$ cat src/conv_ctrl_pkg.sv
// Shared constants and carriers for the converter control block.
// Assumes a 32-bit APB register port and one 25 MHz core clock.
package conv_ctrl_pkg;

    localparam logic [11:0] OFS_CONTROL_TWO = 12'h008;
    localparam logic [11:0] OFS_SAMPLE_UPPER = 12'h00C;
    localparam logic [11:0] OFS_SAMPLE_LOWER = 12'h010;
    localparam logic [11:0] OFS_RUN_STATUS = 12'h014;

    localparam int BIT_CONVERTER_ON = 0;
    localparam int BIT_REPEAT_CONVERSION = 1;
    localparam int BIT_DMA_MODE_ON = 8;
    localparam int BIT_DMA_REQUEST_POLICY = 9;
    localparam int BIT_DONE_FLAG_TIMING = 10;
    localparam int BIT_RESULT_ALIGNMENT = 11;
    localparam int LSB_INJ_SOURCE = 16;
    localparam int LSB_INJ_EDGE = 20;
    localparam int BIT_INJ_SOFT_START = 22;
    localparam int LSB_REG_SOURCE = 24;
    localparam int LSB_REG_EDGE = 28;
    localparam int BIT_REG_SOFT_START = 30;

    localparam logic [31:0] CONTROL_TWO_MASK = 32'h7F7F0F03;
    localparam logic [31:0] SAMPLE_UPPER_MASK = 32'h07FFFFFF;
    localparam logic [31:0] SAMPLE_LOWER_MASK = 32'h3FFFFFFF;
    localparam logic [31:0] CONTROL_TWO_RESET = 32'h00000000;
    localparam logic [31:0] SAMPLE_RESET = 32'h00000000;

    localparam logic [1:0] EDGE_OFF = 2'h0;
    localparam logic [1:0] EDGE_RISE = 2'h1;
    localparam logic [1:0] EDGE_FALL = 2'h2;
    localparam logic [1:0] EDGE_BOTH = 2'h3;

    localparam int CHANNELS = 19;
    localparam int LOWER_CHANNELS = 10;
    localparam int SAMPLE_CODE_W = 3;
    localparam int SAMPLE_CNT_W = 9;
    localparam int CONVERT_CYCLES = 12;

    typedef logic [SAMPLE_CNT_W-1:0] sample_len_t;
    localparam sample_len_t SAMPLE_LEN [8] = '{
        9'd3, 9'd15, 9'd28, 9'd56, 9'd84, 9'd112, 9'd144, 9'd480
    };

    typedef struct packed {
        logic       converter_on;
        logic       repeat_conversion;
        logic       dma_mode_on;
        logic       dma_request_policy;
        logic       done_flag_timing;
        logic       result_alignment;
        logic [3:0] injected_trigger_source;
        logic [1:0] injected_trigger_edge;
        logic [3:0] regular_trigger_source;
        logic [1:0] regular_trigger_edge;
    } control_s;

    typedef struct packed {
        logic [4:0] channel;
        logic       last_in_sequence;
    } conv_req_s;

endpackage

$ cat src/conv_ctrl.sv
// Converter control: APB registers, triggers, sequencing of conversions.
// Assumes an APB master on CORE_CLK and an analog core driven by pins.
// What this block does
// - Converter-on bit 0 clear powers down and stops; set powers up, converts.
// - Bit 1 clear gives a single regular sequence; set keeps converting without triggers.
// - With DMA bit 8, bit 9 picks requests stopping after last or always.
// - Bit 11 selects right-aligned results at 0, left-aligned at 1.
// - Bits 19:16 pick one of sixteen injected sources, 1111 is line 15.
// - Bits 21:20 injected edge: off, rising, falling, both.
// - Writing 1 to bit 22 starts the injected group; resets to 0.
// - Bits 27:24 pick one of sixteen regular sources, 1111 is line 15.
// - Bits 29:28 regular edge: off, rising, falling, both.
// - Writing 1 to bit 30 starts the regular group; resets to 0.
// - Sample code 000..111 gives 3,15,28,56,84,112,144,480 cycles.
// - Sample codes packed in 3-bit fields; upper uses 26:0, lower 29:0.
//
// Local design decision: the APB slave port.
`timescale 1ns/1ps
`default_nettype none
module conv_ctrl
    import conv_ctrl_pkg::*;
#(
    parameter int REG_SEQ_LEN = 1,  // Conversions per regular sequence
    parameter int INJ_SEQ_LEN = 1   // Conversions per injected sequence
)(
    input  wire logic        CORE_CLK,          // 25 MHz core clock
    input  wire logic        RST_B,             // Async reset, active low
    input  wire logic        PSEL,              // APB select
    input  wire logic        PENABLE,           // APB access phase
    input  wire logic        PWRITE,            // APB direction
    input  wire logic [11:0] PADDR,             // APB byte address
    input  wire logic [31:0] PWDATA,            // APB write data
    output logic      [31:0] PRDATA,            // APB read data
    output logic             PREADY,            // APB ready
    output logic             PSLVERR,           // APB error
    input  wire logic [15:0] REG_EVENTS,        // Regular trigger sources
    input  wire logic [15:0] INJ_EVENTS,        // Injected trigger sources
    input  wire logic [4:0]  REG_CHANNEL,       // Regular channel to convert
    input  wire logic [4:0]  INJ_CHANNEL,       // Injected channel to convert
    input  wire logic        DMA_LAST,          // DMA reached final transfer
    output logic             POWER_DOWN,        // Analog core powered down
    output logic             SAMPLING,          // Sample switch closed
    output logic [4:0]       CONV_CHANNEL,      // Channel being converted
    output logic             CONV_INJECTED,     // Current is injected group
    output logic             RESULT_LEFT,       // Left-aligned results
    output logic             REGULAR_DONE_FLAG, // Regular done pulse
    output logic             INJECTED_DONE,     // Injected sequence done
    output logic             DMA_REQUEST        // DMA request pulse
);
    typedef enum logic [1:0] {IDLE, SAMPLE, CONVERT} conv_state_e;

    logic [31:0] ctrl_reg, ctrl_next;
    logic [31:0] smp_up_reg, smp_up_next;
    logic [31:0] smp_lo_reg, smp_lo_next;
    control_s    cfg;
    logic        wr_en, rd_en, addr_ok;

    conv_state_e state_reg, state_next;
    logic [SAMPLE_CNT_W-1:0] cnt_reg, cnt_next;
    logic [4:0]  idx_reg, idx_next;
    logic        inj_reg, inj_next;
    logic        reg_pend_reg, reg_pend_next;
    logic        inj_pend_reg, inj_pend_next;
    logic        dma_stop_reg, dma_stop_next;
    logic [4:0]  chan_reg, chan_next;
    logic        rdone_reg, rdone_next;
    logic        idone_reg, idone_next;
    logic        dreq_reg, dreq_next;
    logic        reg_fire, inj_fire;
    logic [2:0]  smp_code;
    logic [4:0]  cur_chan;
    logic        last_conv;

    assign cfg.converter_on            = ctrl_reg[BIT_CONVERTER_ON];
    assign cfg.repeat_conversion       = ctrl_reg[BIT_REPEAT_CONVERSION];
    assign cfg.dma_mode_on             = ctrl_reg[BIT_DMA_MODE_ON];
    assign cfg.dma_request_policy      = ctrl_reg[BIT_DMA_REQUEST_POLICY];
    assign cfg.done_flag_timing        = ctrl_reg[BIT_DONE_FLAG_TIMING];
    assign cfg.result_alignment        = ctrl_reg[BIT_RESULT_ALIGNMENT];
    assign cfg.injected_trigger_source = ctrl_reg[LSB_INJ_SOURCE +: 4];
    assign cfg.injected_trigger_edge   = ctrl_reg[LSB_INJ_EDGE +: 2];
    assign cfg.regular_trigger_source  = ctrl_reg[LSB_REG_SOURCE +: 4];
    assign cfg.regular_trigger_edge    = ctrl_reg[LSB_REG_EDGE +: 2];

    trigger_edge_detect u_reg_trig (
        .clk      (CORE_CLK),
        .rst_b    (RST_B),
        .events   (REG_EVENTS),
        .source   (cfg.regular_trigger_source),
        .edge_sel (cfg.regular_trigger_edge),
        .fire     (reg_fire)
    );

    trigger_edge_detect u_inj_trig (
        .clk      (CORE_CLK),
        .rst_b    (RST_B),
        .events   (INJ_EVENTS),
        .source   (cfg.injected_trigger_source),
        .edge_sel (cfg.injected_trigger_edge),
        .fire     (inj_fire)
    );

    // Zero-wait APB slave; unmapped addresses answer with an error
    always_comb begin
        addr_ok = (PADDR == OFS_CONTROL_TWO) || (PADDR == OFS_SAMPLE_UPPER)
               || (PADDR == OFS_SAMPLE_LOWER) || (PADDR == OFS_RUN_STATUS);
        wr_en   = PSEL & PENABLE & PWRITE;
        rd_en   = PSEL & PENABLE & ~PWRITE;
        PREADY  = 1'b1;
        PSLVERR = PSEL & PENABLE & ~addr_ok;
    end

    // Sample code lookup by channel
    always_comb begin
        cur_chan = inj_reg ? INJ_CHANNEL : REG_CHANNEL;
        if (cur_chan < 5'(LOWER_CHANNELS)) begin
            smp_code = smp_lo_reg[cur_chan*3 +: 3];
        end else if (cur_chan < 5'(CHANNELS)) begin
            smp_code = smp_up_reg[(cur_chan - 5'(LOWER_CHANNELS))*3 +: 3];
        end else begin
            smp_code = 3'h0;
        end
    end

    always_comb begin
        ctrl_next   = ctrl_reg;
        smp_up_next = smp_up_reg;
        smp_lo_next = smp_lo_reg;
        if (wr_en && PADDR == OFS_CONTROL_TWO) begin
            ctrl_next = PWDATA & CONTROL_TWO_MASK;
        end
        if (wr_en && PADDR == OFS_SAMPLE_UPPER) begin
            smp_up_next = PWDATA & SAMPLE_UPPER_MASK;
        end
        if (wr_en && PADDR == OFS_SAMPLE_LOWER) begin
            smp_lo_next = PWDATA & SAMPLE_LOWER_MASK;
        end
        // Start bits are write-one pulses; they never hold a value
        ctrl_next[BIT_INJ_SOFT_START] = 1'b0;
        ctrl_next[BIT_REG_SOFT_START] = 1'b0;
    end

    always_comb begin
        unique case (PADDR)
            OFS_CONTROL_TWO:  PRDATA = ctrl_reg;
            OFS_SAMPLE_UPPER: PRDATA = smp_up_reg;
            OFS_SAMPLE_LOWER: PRDATA = smp_lo_reg;
            OFS_RUN_STATUS:   PRDATA = {26'h0000000, reg_pend_reg,
                                        inj_pend_reg, dma_stop_reg,
                                        inj_reg, state_reg};
            default:          PRDATA = 32'h00000000;
        endcase
        if (!rd_en) begin
            PRDATA = 32'h00000000;
        end
    end

    // Conversion sequencer; injected requests win over regular ones in IDLE, which continuous regular runs never reach
    always_comb begin
        state_next    = state_reg;
        cnt_next      = cnt_reg;
        idx_next      = idx_reg;
        inj_next      = inj_reg;
        chan_next     = chan_reg;
        reg_pend_next = reg_pend_reg;
        inj_pend_next = inj_pend_reg;
        dma_stop_next = dma_stop_reg;
        rdone_next    = 1'b0;
        idone_next    = 1'b0;
        dreq_next     = 1'b0;
        last_conv     = inj_reg ? (idx_reg == 5'(INJ_SEQ_LEN - 1))
                                : (idx_reg == 5'(REG_SEQ_LEN - 1));
        if (reg_fire || (wr_en && PADDR == OFS_CONTROL_TWO
                && PWDATA[BIT_REG_SOFT_START])) begin
            reg_pend_next = 1'b1;
        end
        if (inj_fire || (wr_en && PADDR == OFS_CONTROL_TWO
                && PWDATA[BIT_INJ_SOFT_START])) begin
            inj_pend_next = 1'b1;
        end
        if (DMA_LAST) begin
            dma_stop_next = 1'b1;
        end
        if (!cfg.dma_mode_on) begin
            dma_stop_next = 1'b0;
        end
        unique case (state_reg)
            IDLE: begin
                if (inj_pend_reg) begin
                    inj_pend_next = 1'b0;
                    inj_next      = 1'b1;
                    idx_next      = 5'h00;
                    state_next    = SAMPLE;
                    cnt_next      = 9'h000;
                end else if (reg_pend_reg) begin
                    reg_pend_next = 1'b0;
                    inj_next      = 1'b0;
                    idx_next      = 5'h00;
                    state_next    = SAMPLE;
                    cnt_next      = 9'h000;
                end
            end
            SAMPLE: begin
                chan_next = cur_chan;
                if (cnt_reg >= SAMPLE_LEN[smp_code] - 9'd1) begin
                    state_next = CONVERT;
                    cnt_next   = 9'h000;
                end else begin
                    cnt_next = cnt_reg + 9'd1;
                end
            end
            CONVERT: begin
                if (cnt_reg >= 9'(CONVERT_CYCLES - 1)) begin
                    cnt_next   = 9'h000;
                    state_next = last_conv ? IDLE : SAMPLE;
                    idx_next   = last_conv ? 5'h00 : idx_reg + 5'h01;
                    if (inj_reg) begin
                        idone_next = last_conv;
                    end else begin
                        rdone_next = cfg.done_flag_timing | last_conv;
                        dreq_next  = cfg.dma_mode_on
                                   & (cfg.dma_request_policy | ~dma_stop_reg);
                        if (last_conv && cfg.repeat_conversion) begin
                            state_next = SAMPLE;
                        end
                    end
                end else begin
                    cnt_next = cnt_reg + 9'd1;
                end
            end
        endcase
        if (!cfg.converter_on) begin
            state_next    = IDLE;
            cnt_next      = 9'h000;
            idx_next      = 5'h00;
            reg_pend_next = 1'b0;
            inj_pend_next = 1'b0;
        end else if (state_reg == IDLE && !ctrl_reg[BIT_CONVERTER_ON]) begin
            state_next = IDLE;
        end
        if (wr_en && PADDR == OFS_CONTROL_TWO
                && PWDATA[BIT_CONVERTER_ON] && !cfg.converter_on) begin
            reg_pend_next = 1'b1;
        end
    end

    always_ff @(posedge CORE_CLK or negedge RST_B) begin
        if (!RST_B) begin
            ctrl_reg     <= CONTROL_TWO_RESET;
            smp_up_reg   <= SAMPLE_RESET;
            smp_lo_reg   <= SAMPLE_RESET;
            state_reg    <= IDLE;
            cnt_reg      <= 9'h000;
            idx_reg      <= 5'h00;
            inj_reg      <= 1'b0;
            chan_reg     <= 5'h00;
            reg_pend_reg <= 1'b0;
            inj_pend_reg <= 1'b0;
            dma_stop_reg <= 1'b0;
            rdone_reg    <= 1'b0;
            idone_reg    <= 1'b0;
            dreq_reg     <= 1'b0;
        end else begin
            ctrl_reg     <= ctrl_next;
            smp_up_reg   <= smp_up_next;
            smp_lo_reg   <= smp_lo_next;
            state_reg    <= state_next;
            cnt_reg      <= cnt_next;
            idx_reg      <= idx_next;
            inj_reg      <= inj_next;
            chan_reg     <= chan_next;
            reg_pend_reg <= reg_pend_next;
            inj_pend_reg <= inj_pend_next;
            dma_stop_reg <= dma_stop_next;
            rdone_reg    <= rdone_next;
            idone_reg    <= idone_next;
            dreq_reg     <= dreq_next;
        end
    end

    assign POWER_DOWN        = ~cfg.converter_on;
    assign SAMPLING          = (state_reg == SAMPLE);
    assign CONV_CHANNEL      = chan_reg;
    assign CONV_INJECTED     = inj_reg;
    assign RESULT_LEFT       = cfg.result_alignment;
    assign REGULAR_DONE_FLAG = rdone_reg;
    assign INJECTED_DONE     = idone_reg;
    assign DMA_REQUEST       = dreq_reg;
endmodule
`default_nettype wire

$ cat src/trigger_edge_detect.sv
// Selects one of sixteen trigger events and detects the chosen edge.
// Assumes event inputs come from outside; they pass two flip-flops here.
`timescale 1ns/1ps
`default_nettype none
module trigger_edge_detect
    import conv_ctrl_pkg::*;
(
    input  wire logic        clk,      // Core clock
    input  wire logic        rst_b,    // Async reset, active low
    input  wire logic [15:0] events,   // Raw trigger sources
    input  wire logic [3:0]  source,   // Selected source
    input  wire logic [1:0]  edge_sel, // Edge detection mode
    output logic             fire      // One-cycle start pulse
);
    logic [15:0] sync1_reg, sync2_reg, sync1_next, sync2_next;
    logic        prev_reg, prev_next;
    logic        level;

    always_comb begin
        sync1_next = events;
        sync2_next = sync1_reg;
        level      = sync2_reg[source];
        prev_next  = level;
        unique case (edge_sel)
            EDGE_OFF:  fire = 1'b0;
            EDGE_RISE: fire = level & ~prev_reg;
            EDGE_FALL: fire = ~level & prev_reg;
            EDGE_BOTH: fire = level ^ prev_reg;
        endcase
    end

    always_ff @(posedge clk or negedge rst_b) begin
        if (!rst_b) begin
            sync1_reg <= 16'h0000;
            sync2_reg <= 16'h0000;
            prev_reg  <= 1'b0;
        end else begin
            sync1_reg <= sync1_next;
            sync2_reg <= sync2_next;
            prev_reg  <= prev_next;
        end
    end
endmodule
`default_nettype wire
$ cat config.mk
export PLATFORM = sky130hd
export DESIGN_NAME = conv_ctrl
export DESIGN_NICKNAME = d
export VERILOG_FILES = /design/src/conv_ctrl_pkg.sv /design/src/conv_ctrl.sv /design/src/trigger_edge_detect.sv
export SDC_FILE = /design/constraint.sdc
export NUM_CORES = 1
export LEC_CHECK = 0
export BUFFER_PORTS_ARGS = -buffer_cell sky130_fd_sc_hd__buf_2
export CORE_UTILIZATION = 49
export CTS_BUF_LIST = sky130_fd_sc_hd__clkbuf_16
export DETAILED_ROUTE_END_ITERATION = 12
export GPL_TIMING_DRIVEN = 1
export PLACE_DENSITY_LB_ADDON = 0.12
export SYNTH_ARGS = -nofsm -noshare
export SYNTH_HDL_FRONTEND = slang
export SYNTH_SLANG_ARGS = --single-unit
$ cat constraint.sdc
create_clock -name CORE_CLK -period 9.29 [get_ports CORE_CLK]
set_input_delay 1.858 -clock CORE_CLK [delete_from_list [all_inputs] [get_ports CORE_CLK]]
set_output_delay 1.858 -clock CORE_CLK [all_outputs]
set_load 0.05 [all_outputs]
==> results of run 1 <==
-- path summary, 6_finish.rpt --
path	to	cells past startpoint
setup / recovery	cnt_reg[5]	26
hold / removal	u_reg_trig.sync2_reg[10]	0
setup reg to reg	cnt_reg[5]	25
hold reg to reg	u_reg_trig.sync2_reg[10]	0
max in group asynchronous	ctrl_reg[20]	2
min in group asynchronous	CONV_CHANNEL[4]	1
-- layout make-up --
class,instances,area [sq um],area share [%]
Tap cell,225,281.5,2.774
Clock inverter,15,166.4,1.640
Clock buffer,17,425.4,4.192
Inverter,24,95.09,0.9370
Sequential cell,169,4229,41.67
Timing Repair Buffer,147,777.0,7.656
Multi-Input combinational cell,518,4174,41.13
-- cell usage in the layout (no fill, tap or decap), types with 17 or more instances in the layout --
master     instances
a22oi_1           30
clkbuf_16         17
a21oi_1           34
dfrtp_1          169
nor2_1            79
nand2_1           51
inv_1             24
o21ai_0           22
mux2_2            76
mux4_2            19
mux2i_1           28
buf_2            132
ha_1              33
-- cell usage after synthesis, types with 3 or more instances --
cell type / number
o21ai_0: 23
mux4_2: 19
a31o_2: 3
buf_6: 3
dfrtp_1: 169
a211oi_1: 3
nand4_1: 6
inv_1: 23
buf_1: 4
o31ai_1: 5
nor2b_1: 5
a21oi_1: 34
a22oi_1: 30
nor2_1: 79
nand2b_1: 13
mux2i_1: 28
o21a_1: 5
nand3_1: 14
and2_1: 3
buf_2: 3
buf_4: 4
clkbuf_1: 27
and3_1: 5
o32ai_1: 3
xnor2_1: 8
nor3b_1: 3
ha_1: 33
xor2_1: 4
mux2_2: 76
a21o_1: 4
mux4_1: 4
nand2_1: 51
a22o_1: 7
nor3_1: 6
-- layer usage --
| layer | GRT usage [%] | part of all wire, % |
|---|---|---|
| met4 | 8.739 | 2.1 |
| met5 | 0 | 0 |
| met3 | 4.129 | 4.5 |
| met1 | 33.75 | 44 |
| met2 | 41.87 | 49 |
-- cell families after synthesis --
family	synth area share [%]
buffers and inverters	3.347
DFF	48.77
other	0.08660
and+or+nand+nor	10.75
adders and majority gates	4.992
muxes	19.77
AOI/OAI and AO/OA	11.08
xor gates and xnor gates	1.212
-- per-stage QoR --
stage / util [%] / power (mW) / setup WS (ns) / hold WS [ns]
after global placement: 55.25 / 2.061 / 0.8902 / 0.3317
after CTS: 58.67 / 2.813 / 1.099 / 0.3417
after detailed placement: 55.25 / 2.110 / 0.7024 / 0.3347
after floorplan: - / 1.808 / 1.271 / 0.3312
final: 58.67 / 2.812 / 1.114 / 0.3423
after global routing: 58.67 / 3.004 / 0.3435 / 0.3476
-- power breakdown --
part | switching [mW] | internal [mW]
sequential | 0.0281 | 0.772
combinational | 0.806 | 0.512
clock | 0.336 | 0.358
==> summary.txt, run 1 <==
Logic synthesis
  – Sequential area share after synthesis: 48.77%
  – Flops & latches, synth: 169
  – Area contributors post-synth: dfrtp_1 (49%), mux2_2 (9.9%), mux4_2 (4.9%)
  – Post-synth top area share: 48.77%
  – Post-synth ARST share: 100.0%
  – Post-synth top area cell: dfrtp_1
  – Synth cell types: 67
  – Synth Area per Inst: 11.55 sq um
  – Post-Syn Instances: 751
  – Number of synthesized flops with an enable pin: 0
  – Synth Cell Area: 0.008672 sq mm
  – Syn. warnings: 0
  – Leading register cell type out of synthesis: dfrtp_1

GRT
  – First-pass GRT wire length: 35070 um
  – Overall routing resource usage: 25.27%
  – Number of global-route vias before repair: 6598
  – Total global routing overflow: 0
  – Initial antenna violation count: 0
  – Largest net degree at the start of global routing: 92

Run status
  – Status: completed

Timing
  – Unrepaired setup endpoints after global routing: false
  – Worst Tran Pin Value: 0.9672 ns
  – Post-layout min period: 8.176 ns
  – Final hold viol count: 0
  – Fmax: 122.3 MHz
  – Endpoints failing setup: 0
  – Slew Viols, Final: 0
  – Setup Skew: 0.009283 ns
  – Total negative setup slack: 0 ns
  – Worst slew margin: 35.23%
  – Fin crit share: 88.01%

Worst setup path
  – Critical Path End Type: flop
  – Max stage delay on crit path: 0.63 ns
  – WS Path Type: input pin to flop
  – FF-to-FF setup slack: 1.94 ns
  – Worst setup SP type: input pin
  – R2R Path Start: CONV_INJECTED
  – CP dominant cell by count: ha_1
  – CP max FO: 9
  – Worst path bufs/invs: 2
  – CP Data Required Time: 9.62 ns
  – CP top delay family: compound AO/OA/AOI/OAI gates
  – Worst Setup SP: INJ_CHANNEL[3]
  – Slowest stage cell on the critical path: a2111oi_2
  – Data arrival time of the critical path: 8.50 ns

Worst hold path
  – Hold crit path type: flop to flop
  – Min-delay src: u_reg_trig.sync1_reg[10]

Place
  – Post-DP HPWL: 15760 um
  – Dpl cells: 1083
  – RePlAce Congestion: 0.8846
  – IO Port Bufs: 133
  – DP Area: 0.009557 sq mm

Route
  – Drt drc: 0
  – Number of routed nets with antenna violations: 0
  – WL/cell: 19.61 um
  – Routed Wire Length: 21870 um
  – Initial detailed-routing violation count: 387
  – Vias per std cell: 5.804
  – Vias: 6472
  – Pre-Repair DR Iteration Count: 5

Final layout
  – Nets: 1003
  – Post-Layout Cell Count: 1115
  – Ant. Diodes: 0
  – Share of layout cells above drive strength 1: 32.58%
  – Area growth, synth to finish: 17.03%
  – Max reg flops: 30
  – Final instance area: 0.01015 sq mm
  – Fillers: 1477

Pwr
  – VDD IR max: 252.8 uV
  – Power Dens Cells: 277.1 mW/mm^2
  – Leak Pwr: 4.748 nW

Clock network
  – Worst-path clk slew: 0.07 ns
  – CTS tree: yes
  – Clock sink count: 169
  – Total CTS buffers: 17
  – CTS Hold Bufs: 0
  – Clock latency on the worst-skew pair: 0.43 ns
  – Postcts setup bufs: 0
  – Number of H-tree levels: 4
  – Post_cts resized: 0
  – Root buf cell: clkbuf_16
  – CTS max path bufs: 2

Flow run
  – Max-cap check violation count: 0

Die
  – Initial Utilization: 50.14%
  – Die height: 135.0 um
  – Die Wd: 135.0 um
  – Core Rows: 48
  – Number of top-level pins: 138
  – Core area: 0.01730 sq mm
  – Die area: 0.01823 sq mm
Note: power is estimated with default switching activity, not from simulation.
==> run 2, diff against run 1 <==
- GPL_TIMING_DRIVEN: 1 -> default
- REMOVE_ABC_BUFFERS: default -> 1
==> run 2 against run 1 <==
Effect of this change: hold slack gained 0.0062 ns; global-route usage shrank 0.23 points; first-iteration DRC count grew 11%; wire length shrank 1.9%; total power shrank 0.47%; non-clock buffer count shrank 1; sequential share of layout area is essentially flat; die area is the same; cell area is essentially flat; setup slack lost 0.078 ns; via count is essentially flat; register-to-register slack lost 0.07 ns; largest power group unchanged; highest routed layer unchanged.
==> summary.txt, run 2 (synthesized netlist as in run 1, its figures left out) <==
Route
  – Number of routed nets with antenna violations: 0 (unchanged)
  – Routed Wire Length: 21440 um (was 21870 um)
  – Vias per std cell: 5.804 (about the same)
  – WL/cell: 19.25 um (was 19.61 um)
  – Vias: 6466 (was 6472)
  – Initial detailed-routing violation count: 431 (was 387)
  – Drt drc: 0 (unchanged)
  – Pre-Repair DR Iteration Count: 5 (unchanged)

Final layout
  – Nets: 1002 (was 1003)
  – Commonest non-fill, non-tap cell in the layout: dfrtp_1 (unchanged)
  – Final instance area: 0.01015 sq mm (about the same)
  – Max reg flops: 30 (unchanged)
  – Area growth, synth to finish: 17.08% (was 17.03%)
  – Most frequent cells in the layout: dfrtp_1 (169), buf_2 (132), nor2_1 (79) (unchanged)
  – Share of layout cells above drive strength 1: 32.62% (was 32.58%)
  – Ant. Diodes: 0 (unchanged)

Die
  – Number of top-level pins: 138 (unchanged)
  – Die area: 0.01823 sq mm (unchanged)
  – Initial Utilization: 50.14% (unchanged)
  – Die height: 135.0 um (unchanged)
  – Core area: 0.01730 sq mm (unchanged)
  – Die Wd: 135.0 um (unchanged)
  – Core Rows: 48 (unchanged)

Worst setup path
  – Worst path bufs/invs: 2 (unchanged)
  – R2r worst-path depth: 25 (unchanged)
  – FF-to-FF End: cnt_reg[5] (unchanged)
  – Worst setup SP type: input pin (unchanged)
  – Data arrival time of the critical path: 8.57 ns (was 8.50 ns)
  – Critical Path End Type: flop (unchanged)
  – Slowest stage cell on the critical path: a2111oi_2 (unchanged)
  – CP max FO: 9 (unchanged)
  – CP dominant cell by count: ha_1 (unchanged)
  – CP Data Required Time: 9.61 ns (was 9.62 ns)
  – WS Path Type: input pin to flop (unchanged)
  – CP top delay family: compound AO/OA/AOI/OAI gates (unchanged)
  – R2R Path Start: CONV_INJECTED (unchanged)
  – Max stage delay on crit path: 0.66 ns (was 0.63 ns)
  – FF-to-FF setup slack: 1.87 ns (was 1.94 ns)

Clock network
  – Clock latency on the worst-skew pair: 0.43 ns (about the same)
  – Worst-path clk slew: 0.07 ns (about the same)
  – Clock sink count: 169 (unchanged)
  – CTS tree: yes (unchanged)
  – CTS Hold Bufs: 0 (unchanged)
  – Post_cts resized: 0 (unchanged)
  – Total CTS buffers: 17 (unchanged)
  – Number of H-tree levels: 4 (unchanged)
  – CTS max path bufs: 2 (unchanged)
  – Postcts setup bufs: 0 (unchanged)
  – Root buf cell: clkbuf_16 (unchanged)

Pwr
  – Share of power burned in combinational logic: 46.4% (was 46.9%)
  – Internal power: 1.641 mW (was 1.642 mW)
  – Sw Share: 41.37% (was 41.60%)
  – Net Sw Power: 1.158 mW (was 1.170 mW)
  – Power Dens Cells: 275.7 mW/mm^2 (was 277.1 mW/mm^2)
  – VDD IR max: 295.6 uV (was 252.8 uV)
  – Clock Power Share: 25.0% (was 24.7%)
  – Leak Pwr: 4.754 nW (was 4.748 nW)
  – Sequential power share: 28.6% (was 28.5%)

GRT
  – Initial antenna violation count: 0 (unchanged)
  – Number of global-route vias before repair: 6523 (was 6598)
  – Overall routing resource usage: 25.05% (was 25.27%)
  – Total global routing overflow: 0 (unchanged)
  – First-pass GRT wire length: 34620 um (was 35070 um)
  – Largest net degree at the start of global routing: 109 (was 92)

Place
  – IO Port Bufs: 133 (unchanged)
  – Post-DP HPWL: 15570 um (was 15760 um)
  – DP Area: 0.009549 sq mm (was 0.009557 sq mm)
  – Pre-CTS setup slack: 0.6530 ns (was 0.7024 ns)
  – RePlAce Congestion: 0.8556 (was 0.8846)

Timing
  – Final worst setup slack: 1.036 ns (was 1.114 ns)
  – Total negative setup slack: 0 ns (unchanged)
  – Setup Skew: 0.02304 ns (was 0.009283 ns)
  – Unrepaired setup endpoints after global routing: false (unchanged)
  – Endpoints failing setup: 0 (unchanged)
  – Worst slew margin: 34.12% (was 35.23%)
  – Slew Viols, Final: 0 (unchanged)
  – Post-layout min period: 8.254 ns (was 8.176 ns)
  – Worst Tran Pin Value: 0.9838 ns (was 0.9672 ns)
  – Final hold viol count: 0 (unchanged)
  – Fmax: 121.2 MHz (was 122.3 MHz)
  – Fin crit share: 88.85% (was 88.01%)

Worst hold path
  – Min-delay src: u_inj_trig.sync1_reg[14] (was u_reg_trig.sync1_reg[10])
  – Hold crit path type: flop to flop (unchanged)
  – Min-Delay Endpoint: u_inj_trig.sync2_reg[14] (was u_reg_trig.sync2_reg[10])
  – Hold path depth: 0 (unchanged)

Run status
  – Status: completed (unchanged)

Flow run
  – Max-cap check violation count: 0 (unchanged)
## run 2: cell count changes in the layout (fill, tap and decap cells not counted), sizes merged
| cell | delta |
|---|---|
| inv | +2 |
| buf | -1 |
| clkinvlp | -2 |
## run 2: area by class of cell
class / instances / area, sq um
well taps: 225 / 281.5
fillers: 1445 / 7143
clock buffers: 17 / 425.4
inverters: 24 / 95.09
flip-flops and latches: 169 / 4229
multi-input cells: 518 / 4174
repair buffers: 146 / 769.5
clock inverters: 15 / 178.9
## run 2: how the worst max path moves through the flow
stage,start,slack [ns],depth (start not counted),end
floorplan,REG_CHANNEL[1],1.28,27,cnt_reg[5]
global placement,INJ_CHANNEL[3],0.93,26,cnt_reg[5]
detailed placement,INJ_CHANNEL[3],0.65,26,cnt_reg[5]
CTS,INJ_CHANNEL[3],1.09,26,cnt_reg[5]
global route,INJ_CHANNEL[4],0.46,27,cnt_reg[5]
finish,INJ_CHANNEL[3],1.04,26,cnt_reg[5]
## run 2: power groups by stage
stage / clock network, mW / registers [mW] / logic [mW]
floorplan: 0 / 0.858 / 0.920
global placement: 0 / 0.811 / 1.24
detailed placement: 0 / 0.815 / 1.29
CTS: 0.720 / 0.800 / 1.29
global route: 0.750 / 0.804 / 1.44
finish: 0.701 / 0.800 / 1.30
## run 2: layer usage
metal | routed length, um | vias up | track usage (%)
li1 | - | 2972 | -
met1 | 9367 | 3277 | 32.64
met2 | 10820 | 198 | 42.47
met3 | 946 | 19 | 4.730
met4 | 303 | 0 | 7.491
met5 | 0 | - | 0
## run 2: through the flow
step           util (%)  power [mW]  hold slack (ns)  std cells
2_1_floorplan         -       1.778           0.3312        711
3_3_place_gp      55.21       2.047           0.3313       1082
3_5_place_dp      55.21       2.100           0.3347       1082
4_1_cts           58.70       2.812           0.3511       1114
5_1_grt           58.70       2.997           0.3564       1114
6_report          58.70       2.799           0.3484       1114
==> run 3, diff against run 2 <==
- ABC_AREA: default -> 1
- CORE_UTILIZATION: 49 -> 35
==> run 3 against run 2 <==
Effect of this change: critical path depth rose by 18; count of clock-buffer cells in the layout did not move; flip-flop and latch count did not move; combinational power fell by 79%; final cell count rose by 40%; core utilization fell by 16 points; critical path type unchanged; largest cell class unchanged; total power fell by 38%; synthesized cell count rose by 47%.
==> summary.txt, run 3 <==
Worst hold path
  – Hold crit path type: flop to flop (unchanged)
  – Min-delay src: u_inj_trig.sync1_reg[12] (was u_inj_trig.sync1_reg[14])
  – Hold path depth: 0 (unchanged)

Clock network
  – Worst-path clk slew: 0.07 ns (about the same)
  – Clock sink count: 169 (unchanged)
  – Number of H-tree levels: 4 (unchanged)
  – CTS Hold Bufs: 0 (unchanged)
  – CTS tree: yes (unchanged)
  – Total CTS buffers: 17 (unchanged)
  – Postcts setup bufs: 0 (unchanged)
  – Clock latency on the worst-skew pair: 0.44 ns (was 0.43 ns)
  – Post_cts resized: 0 (unchanged)
  – Root buf cell: clkbuf_16 (unchanged)
  – CTS max path bufs: 2 (unchanged)

Logic synthesis
  – Number of synthesized flops with an enable pin: 0 (unchanged)
  – Synth Area per Inst: 8.061 sq um (was 11.55 sq um)
  – Post-synth ARST share: 100.0% (unchanged)
  – Area contributors post-synth: dfrtp_1 (48%), nand2_1 (10%), o21ai_0 (7.2%) (was dfrtp_1 (49%), mux2_2 (9.9%), mux4_2 (4.9%))
  – Post-synth top area cell: dfrtp_1 (unchanged)
  – Most common cell in the synthesized netlist: nand2_1 (was dfrtp_1)
  – Sequential area share after synthesis: 47.65% (was 48.77%)
  – Flops & latches, synth: 169 (unchanged)
  – Synth cell types: 47 (was 67)
  – Synth Cell Area: 0.008875 sq mm (was 0.008672 sq mm)
  – Post-synth top area share: 47.65% (was 48.77%)
  – Syn. warnings: 0 (unchanged)
  – Commonest cells post-synth: nand2_1 (236), dfrtp_1 (169), inv_1 (144), o21ai_0 (127), nand3_1 (104) (was dfrtp_1 (169), nor2_1 (79), mux2_2 (76), nand2_1 (51), a21oi_1 (34))
  – Post-Syn Instances: 1101 (was 751)
  – Leading register cell type out of synthesis: dfrtp_1 (unchanged)

Worst setup path
  – CP max FO: 46 (was 9)
  – R2R Path Start: CONV_INJECTED (unchanged)
  – Max stage delay on crit path: 0.41 ns (was 0.66 ns)
  – WS Path Type: input pin to flop (unchanged)
  – FF-to-FF End: cnt_reg[5] (unchanged)
  – CP Data Required Time: 9.62 ns (was 9.61 ns)
  – Critical Path End Type: flop (unchanged)
  – CP dominant cell by count: inv_1 (was ha_1)
  – Slowest stage cell on the critical path: buf_4 (was a2111oi_2)
  – Data arrival time of the critical path: 8.55 ns (was 8.57 ns)
  – FF-to-FF setup slack: 1.81 ns (was 1.87 ns)
  – Worst setup SP type: input pin (unchanged)
  – Worst Setup SP: INJ_CHANNEL[2] (was INJ_CHANNEL[3])
  – Worst setup path end: cnt_reg[5] (unchanged)
  – R2r worst-path depth: 44 (was 25)

Route
  – Pre-Repair DR Iteration Count: 5 (unchanged)
  – Drt drc: 0 (unchanged)
  – Initial detailed-routing violation count: 495 (was 431)
  – WL/cell: 15.44 um (was 19.25 um)
  – Vias per std cell: 4.885 (was 5.804)
  – Vias: 7601 (was 6466)
  – Routed Wire Length: 24020 um (was 21440 um)
  – Number of routed nets with antenna violations: 0 (unchanged)

Final layout
  – Final core utilization: 42.23% (was 58.70%)
  – Ant. Diodes: 0 (unchanged)
  – Area growth, synth to finish: 17.07% (was 17.08%)
  – Share of layout cells above drive strength 1: 15.83% (was 32.62%)
  – Most frequent cells in the layout: nand2_1 (236), dfrtp_1 (169), inv_1 (144) (was dfrtp_1 (169), buf_2 (132), nor2_1 (79))
  – Nets: 1345 (was 1002)
  – Commonest non-fill, non-tap cell in the layout: nand2_1 (was dfrtp_1)
  – Max reg flops: 30 (unchanged)

Pwr
  – Leak Pwr: 4.934 nW (was 4.754 nW)
  – VDD IR max: 81.40 uV (was 295.6 uV)
  – Power Dens Cells: 167.2 mW/mm^2 (was 275.7 mW/mm^2)

Place
  – RePlAce Congestion: 0.8745 (was 0.8556)
  – Post-DP HPWL: 17010 um (was 15570 um)
  – IO Port Bufs: 133 (unchanged)

Timing
  – Unrepaired setup endpoints after global routing: false (unchanged)
  – Worst slew margin: 36.98% (was 34.12%)
  – Post-layout min period: 8.225 ns (was 8.254 ns)
  – Total negative setup slack: 0 ns (unchanged)
  – Setup Skew: 0.01076 ns (was 0.02304 ns)
  – Endpoints failing setup: 0 (unchanged)
  – Fin crit share: 88.54% (was 88.85%)
  – Worst Tran Pin Value: 0.9453 ns (was 0.9838 ns)
  – Slew Viols, Final: 0 (unchanged)
  – Fmax: 121.6 MHz (was 121.2 MHz)
  – Final hold viol count: 0 (unchanged)

Die
  – Die height: 161.2 um (was 135.0 um)
  – Initial Utilization: 36.07% (was 50.14%)
  – Core Rows: 57 (was 48)
  – Die Wd: 161.2 um (was 135.0 um)
  – Die area: 0.02600 sq mm (was 0.01823 sq mm)
  – Core area: 0.02460 sq mm (was 0.01730 sq mm)
  – Number of top-level pins: 138 (unchanged)

Run status
  – Status: completed (unchanged)

GRT
  – Initial antenna violation count: 0 (unchanged)
  – Number of global-route vias before repair: 7306 (was 6523)
  – Overall routing resource usage: 19.41% (was 25.05%)
  – Largest net degree at the start of global routing: 95 (was 109)
  – First-pass GRT wire length: 39290 um (was 34620 um)
  – Total global routing overflow: 0 (unchanged)

Flow run
  – Max-cap check violation count: 0 (unchanged)
[run 3: metal layers]
layer / wire, um / vias up / global-route usage, %
li1: - / 3846 / -
met1: 11740 / 3528 / 27.72
met2: 10770 / 191 / 29.96
met3: 1041 / 36 / 2.876
met4: 463 / 0 / 6.690
met5: 0 / - / 0
[run 3: worst min-delay path by stage]
stage	to	slack, ns
floorplan	u_inj_trig.sync2_reg[0]	0.33
global placement	u_inj_trig.sync2_reg[15]	0.33
detailed placement	u_inj_trig.sync2_reg[12]	0.33
CTS	u_inj_trig.sync2_reg[0]	0.35
global route	u_reg_trig.sync2_reg[5]	0.36
finish	u_inj_trig.sync2_reg[12]	0.35
[run 3: worst max-delay path, delay by kind of cell]
| kind | cells | cell delay (ns) |
|---|---|---|
| simple gates | 17 | 1.81 |
| compound gates | 8 | 1.65 |
| fa+ha+maj | 6 | 1.56 |
| buf+inv | 12 | 1.49 |
| xor+xnor | 1 | 0.17 |
[run 3: report_power, final]
group	switching, mW	internal [mW]
clock	0.346	0.359
combinational	0.185	0.0921
sequential	0.00443	0.751
[run 3: kinds of logic (layout without fill, tap and decap cells)]
group / count (synthesis) / in the layout / share of synthesized area (%)
other cells: 2 / 3 / 0.08462
simple gates: 447 / 447 / 21.46
mux: 6 / 6 / 0.6768
fa+ha+maj: 34 / 34 / 4.878
buf+inv: 195 / 325 / 8.995
compound gates: 237 / 237 / 15.17
flops: 169 / 169 / 47.65
xor+xnor: 11 / 11 / 1.086
[run 3: cell type report]
cell class              instances  area, sq um
inverters                     150        565.5
repair buffers                143        747.0
fillers                      2543        14210
clock buffers                  17        425.4
flip-flops and latches        169         4229
well taps                     324        405.4
multi-input cells             738         3859
clock inverters                15        158.9
[run 3: metrics by stage]
step	std cells	worst slack [ns]	power [mW]	instance area, sq um	hold WS, ns
floorplan	1057	1.577	0.9564	8646	0.3312
global placement	1524	0.8096	1.044	9806	0.3338
detailed placement	1524	0.7179	1.046	9806	0.3347
global route	1556	0.2229	1.835	10390	0.3571
CTS	1556	1.131	1.757	10390	0.3483
finish	1556	1.065	1.737	10390	0.3487
